$ cat config.mk
export PLATFORM = sky130hd
export DESIGN_NAME = serial_port
export DESIGN_NICKNAME = d
export VERILOG_FILES = /design/src/serial_port_pkg.sv /design/src/serial_port.sv
export SDC_FILE = /design/constraint.sdc
export NUM_CORES = 1
export LEC_CHECK = 0
export CORE_MARGIN = 2
export CORE_UTILIZATION = 30
export DETAILED_ROUTE_END_ITERATION = 16
export DONT_BUFFER_PORTS = 1
export GPL_TIMING_DRIVEN = 0
export MAX_ROUTING_LAYER = met4
export PLACE_DENSITY = 0.48
export SLEW_MARGIN = 40
export SYNTH_ARGS = -nofsm -noshare
export SYNTH_HDL_FRONTEND = slang
export SYNTH_SLANG_ARGS = --single-unit
$ cat constraint.sdc
create_clock -name clk_i -period 5.6 [get_ports clk_i]
set_clock_uncertainty 0.2 [all_clocks]
set_input_delay 1.12 -clock clk_i [delete_from_list [all_inputs] [get_ports clk_i]]
set_output_delay 1.12 -clock clk_i [all_outputs]
set_load 0.05 [all_outputs]
$ cat src/serial_port_pkg.sv
// Contract
// - separate transmit and receive buffers, each holding up to 16 characters
// - character length of 5, 6, 7 or 8 data bits both ways
// - parity generated on transmit and checked on receive: even, odd or none
// - start and stop bits made and detected; one or two stop bits
// - drive a break on the output and detect a break on the input
// - bit rate is clock divided by sixteen times the external divisor
// - software enables both buffers; receive side has a trigger level
// - with buffers off, each path holds exactly one character
// - after reset holding-empty status bit 5 is set, transmit interrupt pending but masked
// - transmit interrupt while nothing waits; maskable; cleared by a data write
// - shift out lsb first with framing; output idles at logic 1
// - serial output advances one bit every 16 bit-rate enables
// - data-ready bit 0 set on receive, cleared once every character is read
// - received characters shorter than eight bits have zero upper bits
// - receiver samples at 16x and aligns to start bit falling edge
// - flag parity, framing, overrun and break errors on the input
// - two handshake outputs, four inputs; change flags; ring on trailing edge
// - loop mode routes serial and handshake signals back internally
// - receive interrupt at count reaching trigger, or one character unbuffered
// - time-out after four idle character times below trigger; cleared when empty
// - receive data and time-out interrupts share one enable bit
// - line status interrupt while head character has an error; status read clears
// - summary error bit stays set while any errored character is buffered
package serial_port_pkg;
  // ==========================================================
  // register byte addresses
  localparam logic [7:0] data_adr = 8'h00;
  localparam logic [7:0] int_enable_adr = 8'h04;
  localparam logic [7:0] int_pending_adr = 8'h08;
  localparam logic [7:0] line_control_adr = 8'h0c;
  localparam logic [7:0] modem_control_adr = 8'h10;
  localparam logic [7:0] line_status_adr = 8'h14;
  localparam logic [7:0] modem_status_adr = 8'h18;
  // ==========================================================
  // field positions
  localparam int ie_rx = 0;
  localparam int ie_tx = 1;
  localparam int ie_ls = 2;
  localparam int ie_ms = 3;
  localparam int lc_len = 0;
  localparam int lc_stop2 = 2;
  localparam int lc_par_en = 3;
  localparam int lc_even = 4;
  localparam int lc_break = 5;
  localparam int lc_fifo_en = 6;
  localparam int lc_trig = 7;
  localparam int mc_dtr = 0;
  localparam int mc_rts = 1;
  localparam int mc_out1 = 2;
  localparam int mc_out2 = 3;
  localparam int mc_loop = 4;
  localparam int ls_ready = 0;
  localparam int ls_overrun = 1;
  localparam int ls_parity = 2;
  localparam int ls_framing = 3;
  localparam int ls_break = 4;
  localparam int ls_holding_empty = 5;
  localparam int ls_tx_idle = 6;
  localparam int ls_error = 7;
  // ==========================================================
  // reset values and counts
  localparam logic [8:0] line_control_rst = 9'h003;
  localparam logic [3:0] int_enable_rst = 4'h0;
  localparam logic [4:0] modem_control_rst = 5'h00;
  localparam logic [3:0] ticks_last = 4'hf;
  localparam logic [3:0] ticks_half = 4'h7;
  localparam int ticks_per_bit = 16;
  localparam int timeout_chars = 4;
  localparam logic [4:0] trig_1 = 5'h01;
  localparam logic [4:0] trig_4 = 5'h04;
  localparam logic [4:0] trig_8 = 5'h08;
  localparam logic [4:0] trig_14 = 5'h0e;

  typedef enum logic [2:0] {
    ser_idle, ser_start, ser_data, ser_parity, ser_stop
  } ser_state_t;
endpackage

$ cat src/serial_port.sv
`timescale 1ns/1ps
module serial_port #(
  parameter int DEPTH = 16,
  parameter int AW = 4
) (
  // clock and reset
  input wire logic clk_i,
  input wire logic rst_i,
  // 16x bit-rate enable from the external divider
  input wire logic bit_rate_tick_i,
  // wishbone slave
  input wire logic wb_cyc_i,
  input wire logic wb_stb_i,
  input wire logic wb_we_i,
  input wire logic [7:0] wb_adr_i,
  input wire logic [3:0] wb_sel_i,
  input wire logic [31:0] wb_dat_i,
  output logic [31:0] wb_dat_o,
  output logic wb_ack_o,
  // serial line
  input wire logic rxd_i,
  output logic txd_o,
  // handshake, active low on the pins
  input wire logic cts_n_i,
  input wire logic dsr_n_i,
  input wire logic ring_indicate_n_i,
  input wire logic dcd_n_i,
  output logic rts_n_o,
  output logic dtr_n_o,
  // interrupt
  output logic irq_o
);
  typedef struct packed {
    logic [DEPTH-1:0][7:0] txm;
    logic [AW-1:0] tx_rd;
    logic [AW-1:0] tx_wr;
    logic [AW:0] tx_cnt;
    logic [DEPTH-1:0][10:0] rxm;
    logic [AW-1:0] rx_rd;
    logic [AW-1:0] rx_wr;
    logic [AW:0] rx_cnt;
    logic [3:0] ie;
    logic [8:0] lc;
    logic [4:0] mc;
    logic overrun;
    logic head_seen;
    logic [3:0] msd;
    logic [3:0] ms_prev;
    serial_port_pkg::ser_state_t tx_st;
    logic [3:0] tx_tk;
    logic [2:0] tx_bit;
    logic [7:0] tx_sh;
    logic tx_par;
    serial_port_pkg::ser_state_t rx_st;
    logic [3:0] rx_tk;
    logic [2:0] rx_bit;
    logic [7:0] rx_sh;
    logic rx_pe;
    logic rx_zero;
    logic rx_prev;
    logic [9:0] to_cnt;
    logic to_flag;
    logic txd;
    logic ack;
    logic [31:0] dat;
    logic irq;
  } state_t;

  state_t s_r, s_nxt;
  logic [DEPTH-1:0] err_v;
  logic [3:0] ms_now;
  logic rxi;

  // ==========================================================
  // loopback routing and per-entry error scan
  assign rxi = s_r.mc[serial_port_pkg::mc_loop] ? s_r.txd : rxd_i;
  assign ms_now = s_r.mc[serial_port_pkg::mc_loop] ?
    {s_r.mc[serial_port_pkg::mc_out2], s_r.mc[serial_port_pkg::mc_out1],
     s_r.mc[serial_port_pkg::mc_dtr], s_r.mc[serial_port_pkg::mc_rts]} :
    {~dcd_n_i, ~ring_indicate_n_i, ~dsr_n_i, ~cts_n_i};

  // depth must be a power of two so the offset wraps correctly
  for (genvar i = 0; i < DEPTH; i++) begin : g_err
    logic [AW-1:0] offs;
    assign offs = AW'(i) - s_r.rx_rd;
    assign err_v[i] = (|s_r.rxm[i][10:8]) &&
                      ({1'b0, offs} < s_r.rx_cnt);
  end

  // ==========================================================
  // next state
  always_comb begin
    logic acc, wr, rd, tx_push, tx_pop, rx_push, rx_pop, tk;
    logic [AW:0] cap;
    logic [4:0] trig;
    logic [2:0] lenm1;
    logic [7:0] mask, wd;
    logic [9:0] to_lim;
    logic [10:0] rx_word;
    logic pend_rx, pend_tx, pend_ls, pend_ms, pend_to;
    acc = 1'b0;
    wr = 1'b0;
    rd = 1'b0;
    tx_push = 1'b0;
    tx_pop = 1'b0;
    rx_push = 1'b0;
    rx_pop = 1'b0;
    rx_word = 11'h000;
    wd = 8'h00;
    s_nxt = s_r;
    tk = bit_rate_tick_i;
    lenm1 = {1'b1, s_r.lc[serial_port_pkg::lc_len +: 2]};
    mask = 8'hff >> (3'h3 - s_r.lc[serial_port_pkg::lc_len +: 2]);
    cap = s_r.lc[serial_port_pkg::lc_fifo_en] ?
          (AW+1)'(DEPTH) : (AW+1)'(1);
    case (s_r.lc[serial_port_pkg::lc_trig +: 2])
      2'h0: trig = serial_port_pkg::trig_1;
      2'h1: trig = serial_port_pkg::trig_4;
      2'h2: trig = serial_port_pkg::trig_8;
      default: trig = serial_port_pkg::trig_14;
    endcase
    if (!s_r.lc[serial_port_pkg::lc_fifo_en]) begin
      trig = serial_port_pkg::trig_1;
    end
    // frame is start, data, optional parity and the stop bits
    to_lim = 10'(serial_port_pkg::timeout_chars *
      serial_port_pkg::ticks_per_bit) *
      (10'h3 + 10'(lenm1) + 10'(s_r.lc[serial_port_pkg::lc_par_en]) +
       10'(s_r.lc[serial_port_pkg::lc_stop2]));

    // ---------------- bus slave: one wait state, then ack
    s_nxt.ack = 1'b0;
    if (wb_cyc_i && wb_stb_i && !s_r.ack) begin
      acc = 1'b1;
      s_nxt.ack = 1'b1;
      wr = wb_we_i && wb_sel_i[0];
      rd = !wb_we_i;
      wd = wb_dat_i[7:0];
    end
    s_nxt.dat = 32'h0000_0000;
    if (acc && rd) begin
      case (wb_adr_i)
        serial_port_pkg::data_adr: begin
          s_nxt.dat[10:0] = {3'h0, s_r.rxm[s_r.rx_rd][7:0]};
          rx_pop = s_r.rx_cnt != '0;
        end
        serial_port_pkg::int_enable_adr: s_nxt.dat[3:0] = s_r.ie;
        serial_port_pkg::int_pending_adr:
          s_nxt.dat[4:0] = {s_r.msd != '0, s_r.irq, s_r.to_flag,
                            s_r.tx_cnt == '0, s_r.rx_cnt >= trig};
        serial_port_pkg::line_control_adr: s_nxt.dat[8:0] = s_r.lc;
        serial_port_pkg::modem_control_adr: s_nxt.dat[4:0] = s_r.mc;
        serial_port_pkg::line_status_adr: begin
          s_nxt.dat[7:0] = {|err_v,
            s_r.tx_cnt == '0 && s_r.tx_st == serial_port_pkg::ser_idle,
            s_r.tx_cnt == '0,
            s_r.rx_cnt != '0 ? s_r.rxm[s_r.rx_rd][10:8] : 3'h0,
            s_r.overrun, s_r.rx_cnt != '0};
          s_nxt.overrun = 1'b0;
          s_nxt.head_seen = 1'b1;
        end
        serial_port_pkg::modem_status_adr: begin
          s_nxt.dat[7:0] = {s_r.ms_prev, s_r.msd};
          s_nxt.msd = 4'h0;
        end
        default: s_nxt.dat = 32'h0000_0000;
      endcase
    end
    if (wr) begin
      case (wb_adr_i)
        serial_port_pkg::data_adr: tx_push = s_r.tx_cnt < cap;
        serial_port_pkg::int_enable_adr: s_nxt.ie = wd[3:0];
        serial_port_pkg::line_control_adr:
          s_nxt.lc = {wb_dat_i[8], wd};
        serial_port_pkg::modem_control_adr: s_nxt.mc = wd[4:0];
        default: s_nxt.mc = s_nxt.mc;
      endcase
    end

    // ---------------- transmitter
    if (s_r.tx_st == serial_port_pkg::ser_idle) begin
      if (s_r.tx_cnt != '0) begin
        tx_pop = 1'b1;
        s_nxt.tx_sh = s_r.txm[s_r.tx_rd] & mask;
        s_nxt.tx_par = ^(s_r.txm[s_r.tx_rd] & mask) ^
                       ~s_r.lc[serial_port_pkg::lc_even];
        s_nxt.tx_st = serial_port_pkg::ser_start;
        s_nxt.tx_tk = 4'h0;
        s_nxt.tx_bit = 3'h0;
      end
    end else if (tk) begin
      s_nxt.tx_tk = s_r.tx_tk + 4'h1;
      if (s_r.tx_tk == serial_port_pkg::ticks_last) begin
        case (s_r.tx_st)
          serial_port_pkg::ser_start:
            s_nxt.tx_st = serial_port_pkg::ser_data;
          serial_port_pkg::ser_data: begin
            s_nxt.tx_sh = s_r.tx_sh >> 1;
            s_nxt.tx_bit = s_r.tx_bit + 3'h1;
            if (s_r.tx_bit == lenm1) begin
              s_nxt.tx_bit = 3'h0;
              s_nxt.tx_st = s_r.lc[serial_port_pkg::lc_par_en] ?
                serial_port_pkg::ser_parity : serial_port_pkg::ser_stop;
            end
          end
          serial_port_pkg::ser_parity:
            s_nxt.tx_st = serial_port_pkg::ser_stop;
          serial_port_pkg::ser_stop: begin
            s_nxt.tx_bit = 3'h1;
            if (s_r.tx_bit == 3'(s_r.lc[serial_port_pkg::lc_stop2])) begin
              s_nxt.tx_st = serial_port_pkg::ser_idle;
            end
          end
          default: s_nxt.tx_st = serial_port_pkg::ser_idle;
        endcase
      end
    end
    case (s_nxt.tx_st)
      serial_port_pkg::ser_start: s_nxt.txd = 1'b0;
      serial_port_pkg::ser_data: s_nxt.txd = s_nxt.tx_sh[0];
      serial_port_pkg::ser_parity: s_nxt.txd = s_nxt.tx_par;
      default: s_nxt.txd = 1'b1;
    endcase
    if (s_nxt.lc[serial_port_pkg::lc_break]) begin
      s_nxt.txd = 1'b0;
    end

    // ---------------- receiver
    s_nxt.rx_prev = rxi;
    case (s_r.rx_st)
      serial_port_pkg::ser_idle:
        if (!rxi && s_r.rx_prev) begin
          s_nxt.rx_st = serial_port_pkg::ser_start;
          s_nxt.rx_tk = 4'h0;
        end
      serial_port_pkg::ser_start:
        if (tk) begin
          s_nxt.rx_tk = s_r.rx_tk + 4'h1;
          if (s_r.rx_tk == serial_port_pkg::ticks_half) begin
            s_nxt.rx_tk = 4'h0;
            s_nxt.rx_bit = 3'h0;
            s_nxt.rx_sh = 8'h00;
            s_nxt.rx_zero = 1'b1;
            s_nxt.rx_pe = 1'b0;
            s_nxt.rx_st = rxi ? serial_port_pkg::ser_idle :
                                serial_port_pkg::ser_data;
          end
        end
      default:
        if (tk) begin
          s_nxt.rx_tk = s_r.rx_tk + 4'h1;
          if (s_r.rx_tk == serial_port_pkg::ticks_last) begin
            s_nxt.rx_zero = s_r.rx_zero & ~rxi;
            if (s_r.rx_st == serial_port_pkg::ser_data) begin
              s_nxt.rx_sh[s_r.rx_bit] = rxi;
              s_nxt.rx_bit = s_r.rx_bit + 3'h1;
              if (s_r.rx_bit == lenm1) begin
                s_nxt.rx_st = s_r.lc[serial_port_pkg::lc_par_en] ?
                  serial_port_pkg::ser_parity : serial_port_pkg::ser_stop;
              end
            end else if (s_r.rx_st == serial_port_pkg::ser_parity) begin
              s_nxt.rx_pe = ^s_r.rx_sh ^ rxi ^
                            ~s_r.lc[serial_port_pkg::lc_even];
              s_nxt.rx_st = serial_port_pkg::ser_stop;
            end else begin
              rx_word = {s_r.rx_zero & ~rxi, ~rxi, s_r.rx_pe,
                         s_r.rx_sh};
              if (s_r.rx_cnt < cap) begin
                rx_push = 1'b1;
              end else begin
                s_nxt.overrun = 1'b1;
              end
              s_nxt.rx_st = serial_port_pkg::ser_idle;
            end
          end
        end
    endcase

    // ---------------- buffer bookkeeping
    if (tx_push) begin
      s_nxt.txm[s_r.tx_wr] = wd;
      s_nxt.tx_wr = s_r.tx_wr + 1'b1;
    end
    if (tx_pop) begin
      s_nxt.tx_rd = s_r.tx_rd + 1'b1;
    end
    s_nxt.tx_cnt = s_r.tx_cnt + (AW+1)'(tx_push) - (AW+1)'(tx_pop);
    if (rx_push) begin
      s_nxt.rxm[s_r.rx_wr] = rx_word;
      s_nxt.rx_wr = s_r.rx_wr + 1'b1;
    end
    if (rx_pop) begin
      s_nxt.rx_rd = s_r.rx_rd + 1'b1;
    end
    // a new head character must raise its own line status interrupt
    if (rx_pop || (rx_push && s_r.rx_cnt == '0)) begin
      s_nxt.head_seen = 1'b0;
    end
    s_nxt.rx_cnt = s_r.rx_cnt + (AW+1)'(rx_push) - (AW+1)'(rx_pop);

    // ---------------- time-out
    if (rx_push || rx_pop || s_r.rx_cnt == '0) begin
      s_nxt.to_cnt = 10'h000;
    end else if (tk && s_r.to_cnt != to_lim) begin
      s_nxt.to_cnt = s_r.to_cnt + 10'h001;
    end
    if (s_r.to_cnt == to_lim && s_r.rx_cnt < trig && s_r.rx_cnt != '0) begin
      s_nxt.to_flag = 1'b1;
    end else if (s_nxt.rx_cnt == '0) begin
      s_nxt.to_flag = 1'b0;
    end

    // ---------------- handshake change flags, set wins over read
    s_nxt.ms_prev = ms_now;
    s_nxt.msd = s_nxt.msd | {ms_now[3] ^ s_r.ms_prev[3],
      s_r.ms_prev[2] & ~ms_now[2], ms_now[1:0] ^ s_r.ms_prev[1:0]};

    // ---------------- interrupt summary
    pend_rx = s_nxt.rx_cnt >= trig && s_nxt.rx_cnt != '0;
    pend_to = s_nxt.to_flag;
    pend_tx = s_nxt.tx_cnt == '0;
    pend_ls = s_nxt.overrun || (!s_nxt.head_seen && s_nxt.rx_cnt != '0 &&
              |s_nxt.rxm[s_nxt.rx_rd][10:8]);
    pend_ms = s_nxt.msd != '0;
    s_nxt.irq = (s_nxt.ie[serial_port_pkg::ie_rx] &&
                 (pend_rx || pend_to)) ||
                (s_nxt.ie[serial_port_pkg::ie_tx] && pend_tx) ||
                (s_nxt.ie[serial_port_pkg::ie_ls] && pend_ls) ||
                (s_nxt.ie[serial_port_pkg::ie_ms] && pend_ms);
  end

  always_ff @(posedge clk_i) begin
    if (rst_i) begin
      s_r <= '0;
      s_r.ie <= serial_port_pkg::int_enable_rst;
      s_r.lc <= serial_port_pkg::line_control_rst;
      s_r.mc <= serial_port_pkg::modem_control_rst;
      s_r.tx_st <= serial_port_pkg::ser_idle;
      s_r.rx_st <= serial_port_pkg::ser_idle;
      s_r.txd <= 1'b1;
      s_r.rx_prev <= 1'b1;
      s_r.head_seen <= 1'b1;
    end else begin
      s_r <= s_nxt;
    end
  end

  // ==========================================================
  // outputs; the serial pin parks high during loop mode
  assign txd_o = s_r.mc[serial_port_pkg::mc_loop] ? 1'b1 : s_r.txd;
  assign rts_n_o = ~s_r.mc[serial_port_pkg::mc_rts];
  assign dtr_n_o = ~s_r.mc[serial_port_pkg::mc_dtr];
  assign irq_o = s_r.irq;
  assign wb_ack_o = s_r.ack;
  assign wb_dat_o = s_r.dat;
endmodule

==> impl_metrics.py <==
metrics = {
    "route": {
        "wl_per_cell_um": 20.9,
        "first_pass_iters": 6,
        "viasPerCell": 5.18,
        "drt_iter0_markers": 1788,
        "drc_errors": 0,
        "drt_wl_total_um": 73800,
        "vias": 18257,
        "drt.antenna.violating_nets": 0,
    },
    "logic_synthesis": {
        "synth-edff-count": 0,
        "syn_avg_cell_area_um2": 8.51,
        "ys.flop_type": "dfxtp_1",
        "seq_area_frac_synth_pct": 40.1,
        "synth-seq-cells": 421,
        "netlist_instances": 2471,
        "syn_area_um2": 21000,
        "yosys.cell_types.count": 72,
        "ys_warn_count": 0,
        "async_flop_share_pct": 0,
    },
    "worst_setup_path": {
        "regToRegStartpoint": "s_r[117]$_SDFF_PP0_",
        "slowest_stage": "a31oi_2",
        "rr_worst_depth": 19,
        "critPathLaunchType": "register",
        "cp-end-kind": "register",
        "r2r_end": "irq_o$_SDFF_PP0_",
        "r2r_slack_ns": 0.37,
        "max_stage_delay_ns": 0.83,
        "cp_max_fo": 19,
        "cp_data_arrival_time_ns": 5.53,
        "path_class": "register to register",
        "crit_start": "s_r[117]$_SDFF_PP0_",
        "path_common_cell": "inv_1",
        "critical_path_required_ns": 5.90,
        "path_depth": 19,
        "worstPathCellList": "clkinv_1 > a31oi_2 > nor3_2 > inv_1 > ha_1 > inv_1 > ha_1 > inv_1 > fa_1 > inv_1 > ha_1 > a21o_1 > a21oi_1 > o21ai_0 > o31ai_1 > a21oi_1 > or3_1 > a21oi_1 > o21ai_1",
        "cpLargestDelayFamily": "compound AO/OA/AOI/OAI gates",
        "crit_path_end": "irq_o$_SDFF_PP0_",
        "cp_num_buf_inv": 5,
    },
    "clocking": {
        "root_buffer": "clkbuf_16",
        "cts-buffers-inserted": 50,
        "clk_pin_slew_ns": 0.06,
        "cts_hold_buffers": 0,
        "insertion_delay_ns": 0.61,
        "cts_sinks": 421,
        "cts_tree": "done",
        "htreeDepth": 2,
        "ctsLongestPathBuffers": 3,
    },
    "placement": {
        "dp_cells": 3433,
        "dp_hpwl_um": 54500,
        "gp_congestion": 0.948,
        "dpl-instance-area_um2": 22300,
        "port_buffers": 0,
    },
    "floorplan": {
        "die-area_um2": 72200,
        "io_pins": 92,
        "fp.dieH_um": 269,
        "fp.coreArea_um2": 69700,
        "start_util_pct": 30.2,
        "die_w_um": 269,
        "rows": 97,
    },
    "min_path": {
        "hold_start": "s_r[337]$_SDFFE_PP0P_",
        "hold_class": "register to register",
    },
    "grt": {
        "grt_pass1_vias": 17468,
        "grt_antenna_before_repair": 2,
        "grt_pass1_wl_um": 110000,
        "overflow": 0,
        "grt_start_max_net_pins": 20,
        "grt_util_all_layers_pct": 20.7,
    },
    "pwr": {
        "powerDensity_nw_per_um2": 296,
        "peakVddDrop_v": 0.000271,
        "leakage_nw": 8.26,
    },
    "cells_and_area": {
        "layout-drive-gt1-share_pct": 9.64,
        "final_nets": 2684,
        "areaGrowthSynthToFinish_pct": 14.2,
        "fin_area_um2": 24000,
        "final_cell_mix": "nor2_1, dfxtp_1, nand2_1, a21oi_1, clkbuf_1",
        "nFillCells": 7309,
        "fin_cells": 3525,
        "final_common_cell": "nor2_1",
        "post-route-util_pct": 34.5,
    },
    "timing": {
        "finalCriticalPeriod_ns": 5.23,
        "max_freq_ghz": 0.191,
        "tns_ns": 0,
        "slew_viol_final": 0,
        "period_share_pct": 93.4,
        "hold_violations": 0,
        "tightest_slew_ns": 0.892,
        "setup_violations": 0,
        "hold_slack_ns": 0.250,
        "slew-limit-headroom_pct": 40.5,
        "rsz0062_at_grt": "false",
    },
    "outcome": {
        "outcome": "finished, final reports clean",
    },
    "job": {
        "maxCapViolCount": 0,
    },
}
==> registers in the layout, indices dropped and copies added (netlist names) <==
name and flops:
irq_o 1, wb_dat_o 9, wb_ack_o 1, s_r 410
==> kinds of logic after synthesis <==
family                   after synthesis  share of synthesized area (%)
XOR/XNOR                              72                           3.04
other                                  1                         0.0178
adder cells (fa/ha/maj)               84                           5.11
multiplexers                         190                           14.3
AO/OA/AOI/OAI                        466                           12.4
flip-flops                           421                           40.1
AND/OR/NAND/NOR                      980                           19.7
buffers and inverters                257                           5.31
==> report_power, final <==
part           total (mW)  switching [mW]  leakage [nW]  internal (mW)
logic               0.768           0.513          4.06          0.255
registers            3.07          0.0333          3.40           3.04
clock network        3.27            1.37         0.800           1.90
==> cell type report <==
| cell class | count | area (um2) | share of cell area, % |
|---|---|---|---|
| antenna | 2 | 5.00 | 0.0209 |
| buffer | 192 | 887 | 3.70 |
| clock buffer | 77 | 1460 | 6.09 |
| clock inverter | 13 | 179 | 0.745 |
| inverter | 65 | 244 | 1.02 |
| multi-input combinational | 1815 | 11600 | 48.4 |
| sequential | 421 | 8430 | 35.1 |
| tap | 940 | 1180 | 4.90 |
==> cell usage after synthesis (22+ instances only) <==
master	instances	area share, %
ha_1	81	4.8
nand3_1	32	0.76
nand2_1	368	6.6
dfxtp_1	421	40
a21oi_1	345	8.2
nor2_1	426	7.6
buf_4	35	1.3
mux4_2	88	9.4
mux2i_1	96	4.6
xor2_1	22	0.92
inv_1	61	1.1
xnor2_1	49	2.0
nor3_1	32	0.76
clkbuf_1	126	2.3
==> worst reg2reg max path, delay by kind of cell, from the launching register on <==
kind	cells	cell delay [ns]
AOI/OAI and AO/OA	8	1.82
buffers and inverters	5	0.95
and+or+nand+nor	2	0.52
adders and majority gates	4	1.20
DFF	1	0.42
==> worst min-delay path by stage <==
stage,end,slack (ns),cells past startpoint
after floorplan,s_r[435]$_SDFFE_PP0P_,0.23,2
after global placement,s_r[402]$_SDFFE_PP0P_,0.24,2
after detailed placement,s_r[439]$_SDFFE_PP0P_,0.24,2
after CTS,s_r[335]$_SDFFE_PP0P_,0.25,2
after global routing,s_r[439]$_SDFFE_PP0P_,0.26,2
final,s_r[337]$_SDFFE_PP0P_,0.25,2
==> metrics by stage <==
step	power, mW	worst slack (ns)
3_5_place_dp	3.90	-0.131
3_3_place_gp	3.89	-0.0880
2_1_floorplan	3.68	0.740
6_report	7.11	0.368
4_1_cts	7.17	0.271
5_1_grt	7.36	0.0561
==> per-layer routing <==
metal / routed length (um) / vias to the layer above / GRT usage [%]
met5: 0 / - / -
met1: 32500 / 8883 / 27.6
met3: 5170 / 125 / 3.10
li1: - / 8582 / -
met4: 2040 / 0 / 6.01
met2: 34100 / 667 / 32.7
==> repair_timing <==
item	in CTS	in global routing
endpoints found under the setup margin	0	1
buffers inserted	0	0
gates resized for setup	0	1
No activity file was read; power rests on OpenSTA's default activity.
